===== src/rtl/tc2_pkg.sv =====
// Constants and types for the timer waveform mode control block
package tc2_pkg;
  localparam int ADDR_W = 8;
  // Register byte addresses
  localparam logic [7:0] ADDR_CTRL_A = 8'hb0;
  localparam logic [7:0] ADDR_CTRL_B = 8'hb4;
  localparam logic [7:0] ADDR_COUNTER = 8'hb8;
  localparam logic [7:0] ADDR_CMP_A = 8'hbc;
  localparam logic [7:0] ADDR_CMP_B = 8'hc0;
  localparam logic [7:0] ADDR_PIN_CFG = 8'hc4;
  localparam logic [7:0] ADDR_IRQ_STATUS = 8'hc8;
  localparam logic [7:0] ADDR_IRQ_MASK = 8'hcc;
  // Field positions
  localparam int CHAN_A_MODE_LSB = 6;
  localparam int CHAN_B_MODE_LSB = 4;
  localparam int WAVE_LOW_LSB = 0;
  localparam int CTRL_B_RUN_BIT = 0;
  localparam int CTRL_B_WAVE_HIGH_BIT = 3;
  localparam int PIN_DIR_LSB = 0;
  localparam int PIN_DATA_LSB = 4;
  localparam int IRQ_OVF_BIT = 0;
  localparam int IRQ_MATCH_A_BIT = 1;
  localparam int IRQ_MATCH_B_BIT = 2;
  // Implemented bits per register
  localparam logic [7:0] CTRL_A_MASK = 8'hf3;
  localparam logic [7:0] CTRL_B_MASK = 8'h09;
  localparam logic [7:0] PIN_CFG_MASK = 8'h33;
  // Reset values
  localparam logic [7:0] CTRL_RST = 8'h00;
  localparam logic [7:0] COUNTER_RST = 8'h00;
  localparam logic [7:0] CMP_RST = 8'h00;
  localparam logic [7:0] PIN_CFG_RST = 8'h00;
  localparam logic [2:0] IRQ_RST = 3'h0;
  // Waveform mode codes
  localparam logic [2:0] WM_NORMAL = 3'h0;
  localparam logic [2:0] WM_PHASE_MAX = 3'h1;
  localparam logic [2:0] WM_CTC = 3'h2;
  localparam logic [2:0] WM_FAST_MAX = 3'h3;
  localparam logic [2:0] WM_PHASE_CMP = 3'h5;
  localparam logic [2:0] WM_FAST_CMP = 3'h7;
  // Output mode codes
  localparam logic [1:0] OM_OFF = 2'h0;
  localparam logic [1:0] OM_TOGGLE = 2'h1;
  localparam logic [1:0] OM_CLEAR = 2'h2;
  localparam logic [1:0] OM_SET = 2'h3;
  // Counter landmarks
  localparam logic [7:0] CNT_MAX = 8'hff;
  localparam logic [7:0] CNT_BOTTOM = 8'h00;
  // Timer clock divider, system clocks per timer tick
  localparam int TICK_DIV_DEFAULT = 1;
  // AXI responses
  localparam logic [1:0] RESP_OKAY = 2'h0;
  localparam logic [1:0] RESP_SLVERR = 2'h2;
  typedef enum logic [1:0] {
    CLS_NORMAL,
    CLS_CTC,
    CLS_FAST,
    CLS_PHASE
  } tc2_class_t;
endpackage


===== src/rtl/tc2_chan_if.sv =====
// Signals between the timer core and one waveform channel
`timescale 1ns/1ps
interface tc2_chan_if;
  logic match;
  logic top_hit;
  logic cmp_at_top;
  logic down;
  tc2_pkg::tc2_class_t cls;
  logic wave_high;
  logic [1:0] out_mode;
  logic port_dir;
  logic port_data;
  logic wave;
  logic pin_out;
  logic pin_oe;
  modport core (
    output match, top_hit, cmp_at_top, down, cls, wave_high, out_mode,
    output port_dir, port_data,
    input wave, pin_out, pin_oe
  );
  modport chan (
    input match, top_hit, cmp_at_top, down, cls, wave_high, out_mode,
    input port_dir, port_data,
    output wave, pin_out, pin_oe
  );
endinterface


===== src/rtl/tc2_wave_chan.sv =====
// One compare output channel: waveform register and pin multiplexing
`timescale 1ns/1ps
module tc2_wave_chan #(
  parameter bit TOGGLE_IN_PWM = 1'b1
) (
  input wire logic clk,
  input wire logic rst_n,
  tc2_chan_if.chan ch
);
  logic pwm;
  logic hi;
  logic pwm_toggle;
  logic connected;
  logic next_wave;

  assign pwm = (ch.cls == tc2_pkg::CLS_FAST) || (ch.cls == tc2_pkg::CLS_PHASE);
  assign hi = ch.out_mode[1];
  // Toggle in PWM only where the channel supports it and bit 2 is set
  assign pwm_toggle = TOGGLE_IN_PWM && ch.wave_high &&
                      (ch.out_mode == tc2_pkg::OM_TOGGLE);
  // Nonzero code takes the pin, except PWM code 1 without toggle
  assign connected = (ch.out_mode != tc2_pkg::OM_OFF) &&
                     !(pwm && !hi && !pwm_toggle);

  always_comb begin
    next_wave = ch.wave;
    case (ch.cls)
      tc2_pkg::CLS_FAST: begin
        if (ch.top_hit && hi) begin
          next_wave = !ch.out_mode[0];
        end else if (ch.match && hi && !ch.cmp_at_top) begin
          next_wave = ch.out_mode[0];
        end else if (ch.match && pwm_toggle) begin
          next_wave = !ch.wave;
        end
      end
      tc2_pkg::CLS_PHASE: begin
        if (ch.match && hi) begin
          // At top with compare at top, act as the up-counting match
          if (ch.down && !ch.cmp_at_top) begin
            next_wave = !ch.out_mode[0];
          end else begin
            next_wave = ch.out_mode[0];
          end
        end else if (ch.match && pwm_toggle) begin
          next_wave = !ch.wave;
        end
      end
      default: begin
        if (ch.match) begin
          case (ch.out_mode)
            tc2_pkg::OM_TOGGLE: next_wave = !ch.wave;
            tc2_pkg::OM_CLEAR: next_wave = 1'b0;
            tc2_pkg::OM_SET: next_wave = 1'b1;
            default: next_wave = ch.wave;
          endcase
        end
      end
    endcase
  end

  always_ff @(posedge clk or negedge rst_n) begin
    if (!rst_n) begin
      ch.wave <= 1'b0;
    end else begin
      ch.wave <= next_wave;
    end
  end

  always_ff @(posedge clk or negedge rst_n) begin
    if (!rst_n) begin
      ch.pin_out <= 1'b0;
      ch.pin_oe <= 1'b0;
    end else begin
      ch.pin_out <= connected ? next_wave : ch.port_data;
      ch.pin_oe <= ch.port_dir;
    end
  end
endmodule


===== src/rtl/tc2_timer_top.sv =====
// Timer waveform mode control with AXI4-Lite registers and two outputs
//
// Decided for this implementation: register access over AXI4-Lite.
`timescale 1ns/1ps
module tc2_timer_top #(
  parameter int TICK_DIV = tc2_pkg::TICK_DIV_DEFAULT
) (
  input wire logic clk_sys,
  input wire logic arst_n,
  input wire logic [tc2_pkg::ADDR_W-1:0] s_axi_awaddr,
  input wire logic s_axi_awvalid,
  output logic s_axi_awready,
  input wire logic [31:0] s_axi_wdata,
  input wire logic [3:0] s_axi_wstrb,
  input wire logic s_axi_wvalid,
  output logic s_axi_wready,
  output logic [1:0] s_axi_bresp,
  output logic s_axi_bvalid,
  input wire logic s_axi_bready,
  input wire logic [tc2_pkg::ADDR_W-1:0] s_axi_araddr,
  input wire logic s_axi_arvalid,
  output logic s_axi_arready,
  output logic [31:0] s_axi_rdata,
  output logic [1:0] s_axi_rresp,
  output logic s_axi_rvalid,
  input wire logic s_axi_rready,
  output logic compare_out_a_pin,
  output logic compare_out_a_oe,
  output logic compare_out_b_pin,
  output logic compare_out_b_oe,
  output logic irq
);
  localparam int DIV_W = (TICK_DIV > 1) ? $clog2(TICK_DIV) : 1;
  localparam logic [DIV_W-1:0] DIV_LAST = DIV_W'(TICK_DIV - 1);

  logic rst_q1;
  logic rst_n;
  // Bus state
  logic aw_held;
  logic w_held;
  logic [tc2_pkg::ADDR_W-1:0] awaddr_q;
  logic [7:0] wdata_q;
  logic wstrb0_q;
  logic write_go;
  logic wr_ctrl_a;
  logic wr_ctrl_b;
  logic wr_cnt;
  logic wr_cmp_a;
  logic wr_cmp_b;
  logic wr_pin;
  logic wr_status;
  logic wr_mask;
  logic wr_hit;
  logic [7:0] rd_val;
  logic rd_hit;
  // Registers
  logic [7:0] timer2_waveform_control;
  logic [7:0] ctrl_b;
  logic [7:0] counter_value;
  logic [7:0] cmp_a_buf;
  logic [7:0] cmp_b_buf;
  logic [7:0] compare_value_a;
  logic [7:0] compare_value_b;
  logic [7:0] pin_cfg;
  logic [2:0] irq_status;
  logic [2:0] irq_mask;
  // Timer core
  logic [DIV_W-1:0] div_cnt;
  logic tick;
  logic down;
  logic [2:0] wave_mode_field;
  tc2_pkg::tc2_class_t cls;
  logic [7:0] top;
  logic top_hit;
  logic ovf_evt;
  logic buf_load;
  logic [1:0] match_w;
  logic [1:0] pin_out_w;
  logic [1:0] pin_oe_w;
  logic [2:0] irq_set;
  logic [2:0] irq_clr;

  always_ff @(posedge clk_sys or negedge arst_n) begin
    if (!arst_n) begin
      rst_q1 <= 1'b0;
      rst_n <= 1'b0;
    end else begin
      rst_q1 <= 1'b1;
      rst_n <= rst_q1;
    end
  end

  // Write address and data may arrive in either order
  assign write_go = aw_held && w_held && !s_axi_bvalid;

  always_ff @(posedge clk_sys or negedge rst_n) begin
    if (!rst_n) begin
      aw_held <= 1'b0;
      s_axi_awready <= 1'b0;
      awaddr_q <= '0;
    end else if (s_axi_awvalid && s_axi_awready) begin
      aw_held <= 1'b1;
      s_axi_awready <= 1'b0;
      awaddr_q <= s_axi_awaddr;
    end else if (write_go) begin
      aw_held <= 1'b0;
      s_axi_awready <= 1'b1;
    end else if (!aw_held) begin
      s_axi_awready <= 1'b1;
    end
  end

  always_ff @(posedge clk_sys or negedge rst_n) begin
    if (!rst_n) begin
      w_held <= 1'b0;
      s_axi_wready <= 1'b0;
      wdata_q <= 8'h00;
      wstrb0_q <= 1'b0;
    end else if (s_axi_wvalid && s_axi_wready) begin
      w_held <= 1'b1;
      s_axi_wready <= 1'b0;
      wdata_q <= s_axi_wdata[7:0];
      wstrb0_q <= s_axi_wstrb[0];
    end else if (write_go) begin
      w_held <= 1'b0;
      s_axi_wready <= 1'b1;
    end else if (!w_held) begin
      s_axi_wready <= 1'b1;
    end
  end

  always_comb begin
    wr_ctrl_a = 1'b0;
    wr_ctrl_b = 1'b0;
    wr_cnt = 1'b0;
    wr_cmp_a = 1'b0;
    wr_cmp_b = 1'b0;
    wr_pin = 1'b0;
    wr_status = 1'b0;
    wr_mask = 1'b0;
    wr_hit = 1'b1;
    if (awaddr_q[7:2] == tc2_pkg::ADDR_CTRL_A[7:2]) begin
      wr_ctrl_a = write_go && wstrb0_q;
    end else if (awaddr_q[7:2] == tc2_pkg::ADDR_CTRL_B[7:2]) begin
      wr_ctrl_b = write_go && wstrb0_q;
    end else if (awaddr_q[7:2] == tc2_pkg::ADDR_COUNTER[7:2]) begin
      wr_cnt = write_go && wstrb0_q;
    end else if (awaddr_q[7:2] == tc2_pkg::ADDR_CMP_A[7:2]) begin
      wr_cmp_a = write_go && wstrb0_q;
    end else if (awaddr_q[7:2] == tc2_pkg::ADDR_CMP_B[7:2]) begin
      wr_cmp_b = write_go && wstrb0_q;
    end else if (awaddr_q[7:2] == tc2_pkg::ADDR_PIN_CFG[7:2]) begin
      wr_pin = write_go && wstrb0_q;
    end else if (awaddr_q[7:2] == tc2_pkg::ADDR_IRQ_STATUS[7:2]) begin
      wr_status = write_go && wstrb0_q;
    end else if (awaddr_q[7:2] == tc2_pkg::ADDR_IRQ_MASK[7:2]) begin
      wr_mask = write_go && wstrb0_q;
    end else begin
      wr_hit = 1'b0;
    end
  end

  always_ff @(posedge clk_sys or negedge rst_n) begin
    if (!rst_n) begin
      s_axi_bvalid <= 1'b0;
      s_axi_bresp <= tc2_pkg::RESP_OKAY;
    end else if (write_go) begin
      s_axi_bvalid <= 1'b1;
      s_axi_bresp <= wr_hit ? tc2_pkg::RESP_OKAY : tc2_pkg::RESP_SLVERR;
    end else if (s_axi_bready) begin
      s_axi_bvalid <= 1'b0;
    end
  end

  always_comb begin
    rd_val = 8'h00;
    rd_hit = 1'b1;
    if (s_axi_araddr[7:2] == tc2_pkg::ADDR_CTRL_A[7:2]) begin
      rd_val = timer2_waveform_control & tc2_pkg::CTRL_A_MASK;
    end else if (s_axi_araddr[7:2] == tc2_pkg::ADDR_CTRL_B[7:2]) begin
      rd_val = ctrl_b;
    end else if (s_axi_araddr[7:2] == tc2_pkg::ADDR_COUNTER[7:2]) begin
      rd_val = counter_value;
    end else if (s_axi_araddr[7:2] == tc2_pkg::ADDR_CMP_A[7:2]) begin
      rd_val = cmp_a_buf;
    end else if (s_axi_araddr[7:2] == tc2_pkg::ADDR_CMP_B[7:2]) begin
      rd_val = cmp_b_buf;
    end else if (s_axi_araddr[7:2] == tc2_pkg::ADDR_PIN_CFG[7:2]) begin
      rd_val = pin_cfg;
    end else if (s_axi_araddr[7:2] == tc2_pkg::ADDR_IRQ_STATUS[7:2]) begin
      rd_val = {5'h00, irq_status};
    end else if (s_axi_araddr[7:2] == tc2_pkg::ADDR_IRQ_MASK[7:2]) begin
      rd_val = {5'h00, irq_mask};
    end else begin
      rd_hit = 1'b0;
    end
  end

  always_ff @(posedge clk_sys or negedge rst_n) begin
    if (!rst_n) begin
      s_axi_arready <= 1'b0;
      s_axi_rvalid <= 1'b0;
      s_axi_rdata <= 32'h0000_0000;
      s_axi_rresp <= tc2_pkg::RESP_OKAY;
    end else if (s_axi_arvalid && s_axi_arready) begin
      s_axi_arready <= 1'b0;
      s_axi_rvalid <= 1'b1;
      s_axi_rdata <= {24'h00_0000, rd_val};
      s_axi_rresp <= rd_hit ? tc2_pkg::RESP_OKAY : tc2_pkg::RESP_SLVERR;
    end else if (s_axi_rvalid && s_axi_rready) begin
      s_axi_rvalid <= 1'b0;
      s_axi_arready <= 1'b1;
    end else if (!s_axi_rvalid) begin
      s_axi_arready <= 1'b1;
    end
  end

  always_ff @(posedge clk_sys or negedge rst_n) begin
    if (!rst_n) begin
      timer2_waveform_control <= tc2_pkg::CTRL_RST;
      ctrl_b <= tc2_pkg::CTRL_RST;
      pin_cfg <= tc2_pkg::PIN_CFG_RST;
      irq_mask <= tc2_pkg::IRQ_RST;
      cmp_a_buf <= tc2_pkg::CMP_RST;
      cmp_b_buf <= tc2_pkg::CMP_RST;
    end else begin
      if (wr_ctrl_a) begin
        timer2_waveform_control <= wdata_q & tc2_pkg::CTRL_A_MASK;
      end
      if (wr_ctrl_b) begin
        ctrl_b <= wdata_q & tc2_pkg::CTRL_B_MASK;
      end
      if (wr_pin) begin
        pin_cfg <= wdata_q & tc2_pkg::PIN_CFG_MASK;
      end
      if (wr_mask) begin
        irq_mask <= wdata_q[2:0];
      end
      if (wr_cmp_a) begin
        cmp_a_buf <= wdata_q;
      end
      if (wr_cmp_b) begin
        cmp_b_buf <= wdata_q;
      end
    end
  end

  // Mode decode; reserved codes 4 and 6 fall back to plain counting
  assign wave_mode_field = {ctrl_b[tc2_pkg::CTRL_B_WAVE_HIGH_BIT],
    timer2_waveform_control[tc2_pkg::WAVE_LOW_LSB +: 2]};

  always_comb begin
    case (wave_mode_field)
      tc2_pkg::WM_CTC: cls = tc2_pkg::CLS_CTC;
      tc2_pkg::WM_FAST_MAX, tc2_pkg::WM_FAST_CMP: cls = tc2_pkg::CLS_FAST;
      tc2_pkg::WM_PHASE_MAX, tc2_pkg::WM_PHASE_CMP: cls = tc2_pkg::CLS_PHASE;
      default: cls = tc2_pkg::CLS_NORMAL;
    endcase
  end

  assign top = (wave_mode_field == tc2_pkg::WM_CTC ||
                wave_mode_field == tc2_pkg::WM_PHASE_CMP ||
                wave_mode_field == tc2_pkg::WM_FAST_CMP) ?
               compare_value_a : tc2_pkg::CNT_MAX;
  // Top reached on the way up; in fast PWM this is the wrap to bottom
  assign top_hit = tick && (counter_value == top) && !down;

  always_ff @(posedge clk_sys or negedge rst_n) begin
    if (!rst_n) begin
      div_cnt <= '0;
      tick <= 1'b0;
    end else if (!ctrl_b[tc2_pkg::CTRL_B_RUN_BIT]) begin
      div_cnt <= '0;
      tick <= 1'b0;
    end else begin
      div_cnt <= (div_cnt == DIV_LAST) ? '0 : div_cnt + 1'b1;
      tick <= (div_cnt == DIV_LAST);
    end
  end

  always_ff @(posedge clk_sys or negedge rst_n) begin
    if (!rst_n) begin
      counter_value <= tc2_pkg::COUNTER_RST;
      down <= 1'b0;
    end else if (wr_cnt) begin
      counter_value <= wdata_q;
    end else if (cls != tc2_pkg::CLS_PHASE) begin
      down <= 1'b0;
      if (tick) begin
        if (cls != tc2_pkg::CLS_NORMAL && counter_value == top) begin
          counter_value <= tc2_pkg::CNT_BOTTOM;
        end else begin
          counter_value <= counter_value + 8'h01;
        end
      end
    end else if (tick) begin
      if (!down && counter_value >= top) begin
        down <= (top != tc2_pkg::CNT_BOTTOM);
        counter_value <= (top != tc2_pkg::CNT_BOTTOM) ?
                         counter_value - 8'h01 : tc2_pkg::CNT_BOTTOM;
      end else if (down && counter_value == tc2_pkg::CNT_BOTTOM) begin
        down <= 1'b0;
        counter_value <= counter_value + 8'h01;
      end else if (down) begin
        counter_value <= counter_value - 8'h01;
      end else begin
        counter_value <= counter_value + 8'h01;
      end
    end
  end

  assign buf_load = (cls == tc2_pkg::CLS_NORMAL) ||
                    (cls == tc2_pkg::CLS_CTC) || top_hit;

  always_ff @(posedge clk_sys or negedge rst_n) begin
    if (!rst_n) begin
      compare_value_a <= tc2_pkg::CMP_RST;
      compare_value_b <= tc2_pkg::CMP_RST;
    end else if (buf_load) begin
      compare_value_a <= cmp_a_buf;
      compare_value_b <= cmp_b_buf;
    end
  end

  always_comb begin
    case (wave_mode_field)
      tc2_pkg::WM_PHASE_MAX, tc2_pkg::WM_PHASE_CMP:
        ovf_evt = tick && counter_value == tc2_pkg::CNT_BOTTOM;
      tc2_pkg::WM_FAST_CMP:
        ovf_evt = top_hit;
      default:
        ovf_evt = tick && counter_value == tc2_pkg::CNT_MAX;
    endcase
  end

  genvar g;
  generate
    for (g = 0; g < 2; g++) begin : g_chan
      tc2_chan_if chif ();
      logic [7:0] cmp_g;
      assign cmp_g = (g == 0) ? compare_value_a : compare_value_b;
      assign chif.match = tick && (counter_value == cmp_g);
      assign chif.top_hit = top_hit;
      assign chif.cmp_at_top = (cmp_g == top);
      assign chif.down = down;
      assign chif.cls = cls;
      assign chif.wave_high = wave_mode_field[2];
      assign chif.out_mode = timer2_waveform_control[
        ((g == 0) ? tc2_pkg::CHAN_A_MODE_LSB : tc2_pkg::CHAN_B_MODE_LSB) +: 2];
      assign chif.port_dir = pin_cfg[tc2_pkg::PIN_DIR_LSB + g];
      assign chif.port_data = pin_cfg[tc2_pkg::PIN_DATA_LSB + g];
      assign match_w[g] = chif.match;
      assign pin_out_w[g] = chif.pin_out;
      assign pin_oe_w[g] = chif.pin_oe;
      tc2_wave_chan #(
        .TOGGLE_IN_PWM(g == 0)
      ) u_chan (
        .clk(clk_sys),
        .rst_n(rst_n),
        .ch(chif)
      );
    end
  endgenerate

  assign compare_out_a_pin = pin_out_w[0];
  assign compare_out_a_oe = pin_oe_w[0];
  assign compare_out_b_pin = pin_out_w[1];
  assign compare_out_b_oe = pin_oe_w[1];

  assign irq_set = {match_w[1], match_w[0], ovf_evt};
  assign irq_clr = wr_status ? wdata_q[2:0] : 3'h0;

  // A new event wins over a clear in the same cycle
  always_ff @(posedge clk_sys or negedge rst_n) begin
    if (!rst_n) begin
      irq_status <= tc2_pkg::IRQ_RST;
      irq <= 1'b0;
    end else begin
      irq_status <= (irq_status & ~irq_clr) | irq_set;
      irq <= |(irq_status & irq_mask);
    end
  end
endmodule


===== config.mk =====
export PLATFORM = sky130hd
export DESIGN_NAME = tc2_timer_top
export DESIGN_NICKNAME = d
export VERILOG_FILES = /design/src/rtl/tc2_pkg.sv /design/src/rtl/tc2_chan_if.sv /design/src/rtl/tc2_wave_chan.sv /design/src/rtl/tc2_timer_top.sv
export SDC_FILE = /design/constraint.sdc
export NUM_CORES = 1
export LEC_CHECK = 0
export BUFFER_PORTS_ARGS = -buffer_cell sky130_fd_sc_hd__buf_2
export CORE_ASPECT_RATIO = 1.75
export CORE_MARGIN = 5
export CORE_UTILIZATION = 57
export DETAILED_ROUTE_END_ITERATION = 8
export PLACE_DENSITY = 0.81
export SETUP_SLACK_MARGIN = 0.4
export SYNTH_ARGS = -nofsm -noshare
export SYNTH_HDL_FRONTEND = slang
export SYNTH_SLANG_ARGS = --single-unit

===== constraint.sdc =====
create_clock -name clk_sys -period 3.9 [get_ports clk_sys]
set_clock_uncertainty 0.2 [all_clocks]
set_input_delay 0.78 -clock clk_sys [delete_from_list [all_inputs] [get_ports clk_sys]]
set_output_delay 0.78 -clock clk_sys [all_outputs]
set_load 0.05 [all_outputs]

==> results of run 1 <==
==> through the flow <==
stage	hold WS [ps]	setup WS [ps]	util	power (µW)	instance area [µm²]
floorplan	131	466	-	3020	6090
global placement	144	232	0.607	3390	6250
detailed placement	153	84.3	0.607	3490	6250
CTS	176	404	0.638	4380	6570
global route	203	403	0.638	4650	6580
finish	144	522	0.638	4400	6580
==> path summary, 6_finish.rpt <==
| check | startpoint | endpoint | slack, ps | cells past startpoint |
|---|---|---|---|---|
| worst min register to register | rst_n | s_axi_rvalid | 140 | 0 |
| worst min-delay path | rst_n | s_axi_rvalid | 140 | 0 |
| worst max register to register | counter_value[0] | counter_value[7] | 520 | 10 |
| max in group asynchronous | rst_n | compare_value_a[0] | 2570 | 1 |
| worst max-delay path | counter_value[0] | counter_value[7] | 520 | 10 |
| min in group clk_sys | rst_q1 | rst_n | 180 | 0 |
==> sequential cells by signal, summed over array words and instances (netlist names), 2 cells and up <==
name and flops:
cmp_b_buf 8, irq_status 3, g_chan.u_chan.ch.pin_oe 2, s_axi_rdata 8
cmp_a_buf 8, compare_value_a 8, pin_cfg 4, wdata_q 8
timer2_waveform_control 6, g_chan.u_chan.ch.wave 2, g_chan.u_chan.ch.pin_out 2, awaddr_q 6
ctrl_b 2, irq_mask 3, compare_value_b 8, counter_value 8
==> what timing repair did <==
| item | CTS | global route |
|---|---|---|
| hold buffers | 1 | 0 |
| pin swaps | 1 | 0 |
| gates resized for setup | 2 | 5 |
| setup buffers | 1 | 0 |
| endpoints found under the hold margin | 2 | 0 |
| setup endpoints to repair | 25 | 18 |
| gates cloned | 0 | 0 |
==> layout make-up <==
cell class	instances	share of cell area
Multi-Input combinational cell	448	0.478
Sequential cell	101	0.385
Timing Repair Buffer	66	0.0578
Clock buffer	10	0.0348
Tap cell	127	0.0242
Inverter	18	0.0103
Clock inverter	5	0.00951
==> cells by family (layout without fill, tap and decap cells) <==
kind of cell    Yosys count  after routing  share of synthesized area
buf+inv                  83             99                     0.0721
simple gates            171            171                      0.151
flops                   101            101                      0.422
fa+ha+maj                10             10                     0.0209
xor+xnor                 24             24                     0.0351
mux                      71             71                      0.134
compound gates          145            145                      0.164
other cells               2             27                    0.00125
==> critical path, delay by kind of cell (launching register included) <==
kind | cells | cell delay [ps]
fa+ha+maj | 1 | 180
simple gates | 4 | 1320
flops | 1 | 520
buf+inv | 1 | 190
compound gates | 3 | 570
mux | 1 | 280
==> power groups by stage <==
| stage | sequential [µW] | combinational [µW] | clock, µW |
|---|---|---|---|
| 3_3_place_gp | 1920 | 1480 | 0 |
| 5_1_grt | 2000 | 1720 | 937 |
| 3_5_place_dp | 1940 | 1550 | 0 |
| 2_1_floorplan | 1770 | 1250 | 0 |
| 6_report | 1960 | 1570 | 881 |
| 4_1_cts | 1930 | 1560 | 892 |
==> layer usage <==
metal | vias up | GRT usage | routed length [µm]
li1 | 2224 | - | -
met1 | 2413 | 0.307 | 5790
met2 | 218 | 0.417 | 7950
met3 | 62 | 0.0402 | 879
met4 | 0 | 0.173 | 1170
met5 | - | 0 | 0
==> cells in the final DEF (no fill, tap or decap), types with 4 or more instances in the layout <==
cell	netlist	routed
buf_4	26	18
and2_1	6	6
xnor2_1	20	20
a21oi_1	27	27
nand2_1	41	41
xor2_1	4	4
ha_1	10	10
o21a_1	6	6
buf_2	6	47
a211oi_1	8	8
clkbuf_16	0	9
o2111ai_1	4	4
a22oi_1	5	5
nor2b_1	5	5
nand3_1	22	22
mux2i_1	6	6
nor2_1	42	41
o211ai_1	10	10
a21o_1	9	9
a221oi_1	6	6
a22o_1	5	5
inv_1	18	17
o21ai_0	30	30
dfrtp_1	101	98
nand4_1	12	12
a31oi_1	7	7
conb_1	2	27
nand2b_1	10	10
mux2_2	64	64
==> flow_metrics.py, run 1 <==
metrics = {
    "clock_tree": {
        "cts-root-buf": "clkbuf_16",
        "h-tree-depth": 3,
        "clkSlewWorstSetupHoldPaths_ps": 70,
        "clock_latency_ps": 340,
        "clk_path_buf_depth": 2,
        "tritoncts": "built",
        "cts_sinks": 101,
        "numCtsBuffers": 9,
    },
    "routing": {
        "dr_total_vias": 4917,
        "totalWireLength_um": 15800,
        "drc": 0,
        "avgRoutedWirePerCell_um": 20.4,
        "firstDrtPassIters": 5,
        "antenna_left": 0,
        "avgViaCountPerCell": 6.34,
        "drt_iter0_drc": 546,
    },
    "layout": {
        "drive_above_1_share": 0.256,
        "regArea_um2": 2530,
        "fin_cells": 775,
        "final_nets": 713,
        "fillers": 804,
        "n_antenna_cell": 0,
        "multi_input_area_um2": 3140,
        "area_delta_synth_final_pct": 9.87,
    },
    "power": {
        "comb_power_share": 0.355,
        "sw_frac_of_total": 0.416,
        "p_int_uw": 2570,
        "p_sw_uw": 1830,
        "p_leak_uw": 0.00301,
        "power_frac_clock": 0.200,
        "ir_drop_v": 0.000471,
        "powerDensity_nw_per_um2": 670,
        "seqPwrFrac": 0.444,
    },
    "critical_path": {
        "cp.required_ps": 3930,
        "cp_max_fo": 11,
        "critical_path_class": "reg -> reg",
        "crit_top_cell": "or3_4",
        "critPathMaxStageDelay_ps": 520,
        "end_kind": "flip-flop",
        "cp_slowest_cell": "dfrtp_1",
        "cp-start-kind": "flip-flop",
        "path_cells": "inv_2, ha_1, or3b_4, or3_4, or3_4, nand2_2, a31oi_1, mux2i_1, o22ai_1, a221o_1",
        "arrival_ps": 3410,
    },
    "global_routing": {
        "antenna_found_initial": 0,
        "overflow": 0,
        "grt_first_pass_wirelength_um": 25800,
        "grt_max_degree": 50,
        "grt_pass1_vias": 4939,
        "grt_use_total": 0.257,
    },
    "floorplan": {
        "dieArea_um2": 12700,
        "start_util": 0.581,
        "core.rowCount": 49,
        "core_um2": 10300,
        "dieWidth_um": 87.5,
        "io_pins": 105,
        "die_h_um": 146,
    },
    "sta": {
        "finalSetupViolations": 0,
        "worstMarginPinSlew_ps": 841,
        "min_period_ps": 3380,
        "final.setup.tns_ps": 0,
        "maxSlewViolCount": 0,
        "max_slew_margin": 0.438,
        "timing.fmax_mhz": 296,
        "hold_viol": 0,
        "min_period_over_period": 0.866,
        "rsz0062_at_grt": "false",
    },
    "placement": {
        "gp_congestion": 0.926,
        "hpwl_um": 11800,
        "portBuffers": 47,
        "dp_cells": 758,
    },
    "synth": {
        "synthFlopType": "dfrtp_1",
        "yosysUniqueCellTypes": 71,
        "syn_area_um2": 5990,
        "post-synth-top-area-cell": "dfrtp_1",
        "ys.warnings.count": 0,
        "yosys-top-cells-count": "101 x dfrtp_1, 64 x mux2_2, 42 x nor2_1, 41 x nand2_1, 30 x o21ai_0",
        "synth_top_area_frac": 0.422,
        "yosysSeqAreaShare": 0.422,
        "synth-edff-count": 0,
        "synth_area_leaders": "dfrtp_1 42%, mux2_2 12%, buf_4 3.3%, xnor2_1 2.9%, nor2_1 2.6%",
        "ys_ff_latch": 101,
        "syn_area_per_cell_um2": 9.86,
        "yosysMostFrequentCell": "dfrtp_1",
        "synthCells": 607,
        "async_flop_share": 1.00,
    },
    "min_path": {
        "hp-class": "reg -> async",
    },
    "run": {
        "maxCapViolCount": 0,
    },
    "status": {
        "status": "complete, no violations",
    },
}
Power figures use the tool's default switching activity.
==> inputs of run 2 (changes only) <==
CORE_ASPECT_RATIO = default   (was 1.75)
==> run 2 against run 1 <==
Die area is 0.63% lower. Cell count is 0.90% higher. Clock-buffer cell count stayed put. Sequential share of layout area is 0.50 points higher. Sequential power hardly changed. Global-route usage is 1.7 points lower. Via count is 1.9% lower. Power is 5.1% lower. First-iteration DRC count is 14% lower. Wire length is 5.6% lower. Flip-flop and latch count stayed put. Critical endpoint unchanged. Highest routed layer unchanged.
==> flow_metrics.py, run 2 (synthesized netlist as in run 1, its figures left out) <==
metrics = {
    "placement": {
        "portBuffers": 47,
        "hpwl_um": 10800,
        "gp_congestion": 0.940,
    },
    "power": {
        "p_int_uw": 2370,
        "power_frac_clock": 0.162,
        "sw_frac_of_total": 0.432,
        "p_leak_uw": 0.00296,
        "ir_drop_v": 0.000547,
        "powerDensity_nw_per_um2": 644,
        "p_total_uw": 4180,
        "p_sw_uw": 1810,
        "comb_power_share": 0.371,
        "seqPwrFrac": 0.466,
    },
    "sta": {
        "whs_ps": 170,
        "finalSetupViolations": 0,
        "final.setup.tns_ps": 0,
        "min_period_over_period": 0.855,
        "worstMarginPinSlew_ps": 756,
        "min_period_ps": 3340,
        "hold_viol": 0,
        "rsz0062_at_grt": "false",
        "max_slew_margin": 0.494,
        "maxSlewViolCount": 0,
        "timing.fmax_mhz": 300,
    },
    "floorplan": {
        "dieWidth_um": 112,
        "io_pins": 105,
        "core_um2": 10300,
        "dieArea_um2": 12700,
        "die_h_um": 112,
        "core.rowCount": 37,
        "start_util": 0.582,
    },
    "critical_path": {
        "cp.required_ps": 3970,
        "cp_slowest_cell": "dfrtp_1",
        "reg2reg_slack_ps": 560,
        "reg2reg_depth": 12,
        "path_cells": "and2_0, nor2_2, or2_2, ha_1, nor2b_1, o21a_1, o21ai_0, a311o_2, a31oi_1, mux2i_1, o22ai_1, a221o_1",
        "end_kind": "flip-flop",
        "r2r-start": "ctrl_b[3]",
        "cp-start-kind": "flip-flop",
        "critPathMaxStageDelay_ps": 520,
        "critical_path_class": "reg -> reg",
        "cp-endpoint": "counter_value[7]",
        "arrival_ps": 3410,
        "r2r-end": "counter_value[7]",
        "cp_max_fo": 7,
        "critPathLaunch": "ctrl_b[3]",
    },
    "routing": {
        "dr_total_vias": 4826,
        "drt_iter0_drc": 472,
        "drc": 0,
        "avgViaCountPerCell": 6.17,
        "avgRoutedWirePerCell_um": 19.1,
        "totalWireLength_um": 14900,
        "antenna_left": 0,
        "firstDrtPassIters": 6,
    },
    "layout": {
        "final_util": 0.631,
        "final_nets": 710,
        "area_delta_synth_final_pct": 8.40,
        "final_cell_mix": "99 x dfrtp_1, 64 x mux2_2, 47 x buf_2",
        "n_antenna_cell": 0,
        "mostFrequentLayoutCell": "dfrtp_1",
        "drive_above_1_share": 0.257,
    },
    "global_routing": {
        "grt_first_pass_wirelength_um": 24400,
        "antenna_found_initial": 0,
        "overflow": 0,
        "grt_use_total": 0.241,
        "grt_pass1_vias": 4734,
        "grt_max_degree": 58,
    },
    "clock_tree": {
        "tritoncts": "built",
        "h-tree-depth": 3,
        "clock_latency_ps": 380,
        "clk_path_buf_depth": 2,
        "cts-root-buf": "clkbuf_8",
        "clkSlewWorstSetupHoldPaths_ps": 100,
        "cts_sinks": 101,
        "numCtsBuffers": 9,
    },
    "min_path": {
        "hp-class": "reg -> reg",
    },
    "run": {
        "maxCapViolCount": 0,
    },
    "status": {
        "status": "complete, no violations",
    },
}
## run 2: per-stage QoR
step	setup WS [ps]	std cells	instance area (µm²)
2_1_floorplan	466	632	6090
3_3_place_gp	134	764	6240
3_5_place_dp	34.6	764	6240
4_1_cts	483	782	6460
5_1_grt	430	782	6490
6_report	564	782	6490
## run 2: final cells by class
| type | count | area (µm²) |
|---|---|---|
| multi-input combinational | 448 | 3160 |
| timing repair buffer | 63 | 358 |
| tap | 136 | 170 |
| inverter | 18 | 67.6 |
| sequential | 101 | 2530 |
| clock buffer | 10 | 128 |
| fill | 824 | 3790 |
| clock inverter | 6 | 68.8 |
## run 2: metal layers
layer	vias to the layer above	GRT usage	routed length (µm)	share of wire
li1	2211	-	-	-
met1	2336	0.312	6070	0.41
met2	236	0.374	6910	0.46
met3	43	0.0582	1300	0.087
met4	0	0.127	634	0.043
met5	-	0	0	0
## run 2: worst min path at each step
stage | from | endpoint | slack (ps) | depth (start not counted)
5_1_grt | rst_q1 | rst_n | 200 | 0
3_3_place_gp | rst_q1 | rst_n | 140 | 0
4_1_cts | rst_q1 | rst_n | 170 | 0
3_5_place_dp | rst_q1 | rst_n | 140 | 0
2_1_floorplan | rst_q1 | rst_n | 130 | 0
6_report | rst_q1 | rst_n | 170 | 0
## run 2: power by group through the flow
stage / clock network [µW] / logic, µW / registers (µW)
after floorplan: 0 / 1250 / 1770
after global placement: 0 / 1450 / 1910
after detailed placement: 0 / 1520 / 1950
after CTS: 686 / 1540 / 1930
after global routing: 742 / 1700 / 2000
final: 678 / 1550 / 1950
## run 2: what timing repair did
item,in CTS,in global routing
endpoints found under the setup margin,15,15
resized for setup,3,6
buffers inserted,1,0
hold buffers,1,0
hold endpoints to repair,2,0
pin swaps,1,1
## run 2: worst max-delay path: cells and delay by family, from the launching register on
kind            cells  cell delay [ps]
compound gates      6             1310
simple gates        4              710
mux                 1              290
fa+ha+maj           1              200
flops               1              520
==> inputs of run 3 (changes only) <==
CORE_UTILIZATION = 58   (was 57)
CTS_BUF_LIST = sky130_fd_sc_hd__clkbuf_4   (was default)
PLACE_DENSITY = 0.82   (was 0.81)
==> run 3 against run 2 <==
Power shrank 3.6%. Sequential power is essentially flat. Clock power shrank 22%. Register-to-register slack gained 20 ps. Critical path depth is the same. Wire length shrank 2.7%. Sequential share of layout area grew 0.34 points. Critical path type unchanged. Largest power group unchanged.
==> flow_metrics.py, run 3 (synthesized netlist as in run 1, its figures left out) <==
metrics = {
    "status": {
        "status": "complete, no violations",
    },
    "power": {
        "ir_drop_v": 0.000453,
        "comb_power_share": 0.389,
        "p_sw_uw": 1800,
        "p_int_uw": 2230,
        "p_leak_uw": 0.00294,
        "powerDensity_nw_per_um2": 626,
        "seqPwrFrac": 0.480,
        "p_total_uw": 4030,
        "power_frac_clock": 0.131,
        "sw_frac_of_total": 0.447,
    },
    "critical_path": {
        "critPathMaxStageDelay_ps": 530,
        "cp_max_fo": 8,
        "end_kind": "flip-flop",
        "cp.required_ps": 4060,
        "cp_slowest_cell": "dfrtp_1",
        "cp-start-kind": "flip-flop",
        "path_cells": "and2_0, nor2_4, or2_2, ha_1, nor2b_1, o21a_1, o21ai_1, a311o_2, a31oi_1, mux2i_1, o22ai_1, a221o_1",
        "arrival_ps": 3480,
        "critical_path_class": "reg -> reg",
    },
    "global_routing": {
        "grt_use_met1": 0.337,
        "antenna_found_initial": 0,
        "grt_max_degree": 83,
        "globalRouteMet2Util": 0.359,
        "met3_usage": 0.0418,
        "grt_use_total": 0.236,
        "overflow": 0,
        "busiest_layer": "met2",
        "grt_pass1_vias": 4525,
        "grt_first_pass_wirelength_um": 23900,
    },
    "placement": {
        "portBuffers": 47,
        "gp_congestion": 0.971,
        "place_area_um2": 6240,
        "dp_cells": 765,
        "hpwl_um": 10400,
    },
    "layout": {
        "n_antenna_cell": 0,
        "final_nets": 712,
        "area_delta_synth_final_pct": 7.46,
        "mostFrequentLayoutCell": "dfrtp_1",
        "fin_area_um2": 6430,
        "drive_above_1_share": 0.258,
        "final_cell_mix": "99 x dfrtp_1, 64 x mux2_2, 47 x buf_2",
        "fin_cells": 784,
    },
    "routing": {
        "totalWireLength_um": 14500,
        "drc": 0,
        "avgRoutedWirePerCell_um": 18.5,
        "drt_iter0_drc": 506,
        "firstDrtPassIters": 7,
        "avgViaCountPerCell": 6.21,
        "dr_total_vias": 4871,
        "antenna_left": 0,
    },
    "sta": {
        "min_period_ps": 3320,
        "min_period_over_period": 0.850,
        "rsz0062_at_grt": "false",
        "final.setup.tns_ps": 0,
        "whs_ps": 177,
        "finalSetupViolations": 0,
        "maxSlewViolCount": 0,
        "hold_viol": 0,
        "timing.fmax_mhz": 302,
        "max_slew_margin": 0.308,
        "worstMarginPinSlew_ps": 1040,
    },
    "floorplan": {
        "core.rowCount": 37,
        "dieArea_um2": 12500,
        "dieWidth_um": 112,
        "start_util": 0.588,
        "die_h_um": 112,
        "core_um2": 10200,
        "io_pins": 105,
    },
    "clock_tree": {
        "h-tree-depth": 3,
        "cts-root-buf": "clkbuf_4",
        "clkSlewWorstSetupHoldPaths_ps": 160,
        "tritoncts": "built",
        "clk_path_buf_depth": 2,
        "cts_sinks": 101,
        "numCtsBuffers": 9,
        "clock_latency_ps": 470,
    },
    "min_path": {
        "hp-class": "reg -> reg",
    },
    "run": {
        "maxCapViolCount": 0,
    },
}
run 3: changes by cell type in the layout (fill, tap and decap cells not counted), sizes merged:
cell    previous run  this run
buf               62        64
bufinv             1         0
clkinv             2         3
run 3: through the flow:
step | worst slack (ps) | utilization
after floorplan | 466 | -
after global placement | 88.8 | 0.613
after detailed placement | 1.51 | 0.613
after CTS | 430 | 0.630
after global routing | 422 | 0.632
final | 585 | 0.632
run 3: routing by layer:
metal  share of wire  vias up
met4           0.035        0
met5               0        -
met2            0.46      228
met3           0.077       38
li1                -     2227
met1            0.43     2378
run 3: worst max-delay path: cells and delay by family (launching register included):
| kind | cells | cell delay (ps) |
|---|---|---|
| fa+ha+maj | 1 | 190 |
| compound gates | 6 | 1320 |
| simple gates | 4 | 760 |
| flops | 1 | 530 |
| mux | 1 | 250 |
run 3: layout make-up:
type                       count  area (µm²)
clock buffer                  10        75.1
clock inverter                 6        58.8
fill                         819        3750
inverter                      18        67.6
multi-input combinational    448        3160
sequential                   101        2530
tap                          136         170
timing repair buffer          65         373
run 3: power by group through the flow:
stage | logic, µW | registers, µW | clock network [µW]
2_1_floorplan | 1250 | 1770 | 0
3_3_place_gp | 1480 | 1900 | 0
3_5_place_dp | 1530 | 1930 | 0
4_1_cts | 1550 | 1910 | 531
5_1_grt | 1730 | 1980 | 580
6_report | 1570 | 1930 | 527
run 3: timing repair:
item                                   in CTS  in global routing
resized for setup                           4                  5
setup endpoints to repair                  27                  3
buffers inserted                            1                  1
hold buffers                                1                  0
endpoints found under the hold margin       2                  0
pin swaps                                   1                  2
gates cloned                                0                  0
run 3: worst paths after layout:
check / depth (start not counted) / startpoint / endpoint / slack (ps)
min in group asynchronous: 0 / rst_n / s_axi_rdata[3] / 310
worst max-delay path: 12 / timer2_waveform_control[0] / counter_value[7] / 580
worst min register to register: 0 / rst_q1 / rst_n / 180
max in group asynchronous: 1 / rst_n / s_axi_awready / 2370
worst max register to register: 12 / timer2_waveform_control[0] / counter_value[7] / 580
worst min-delay path: 0 / rst_q1 / rst_n / 180
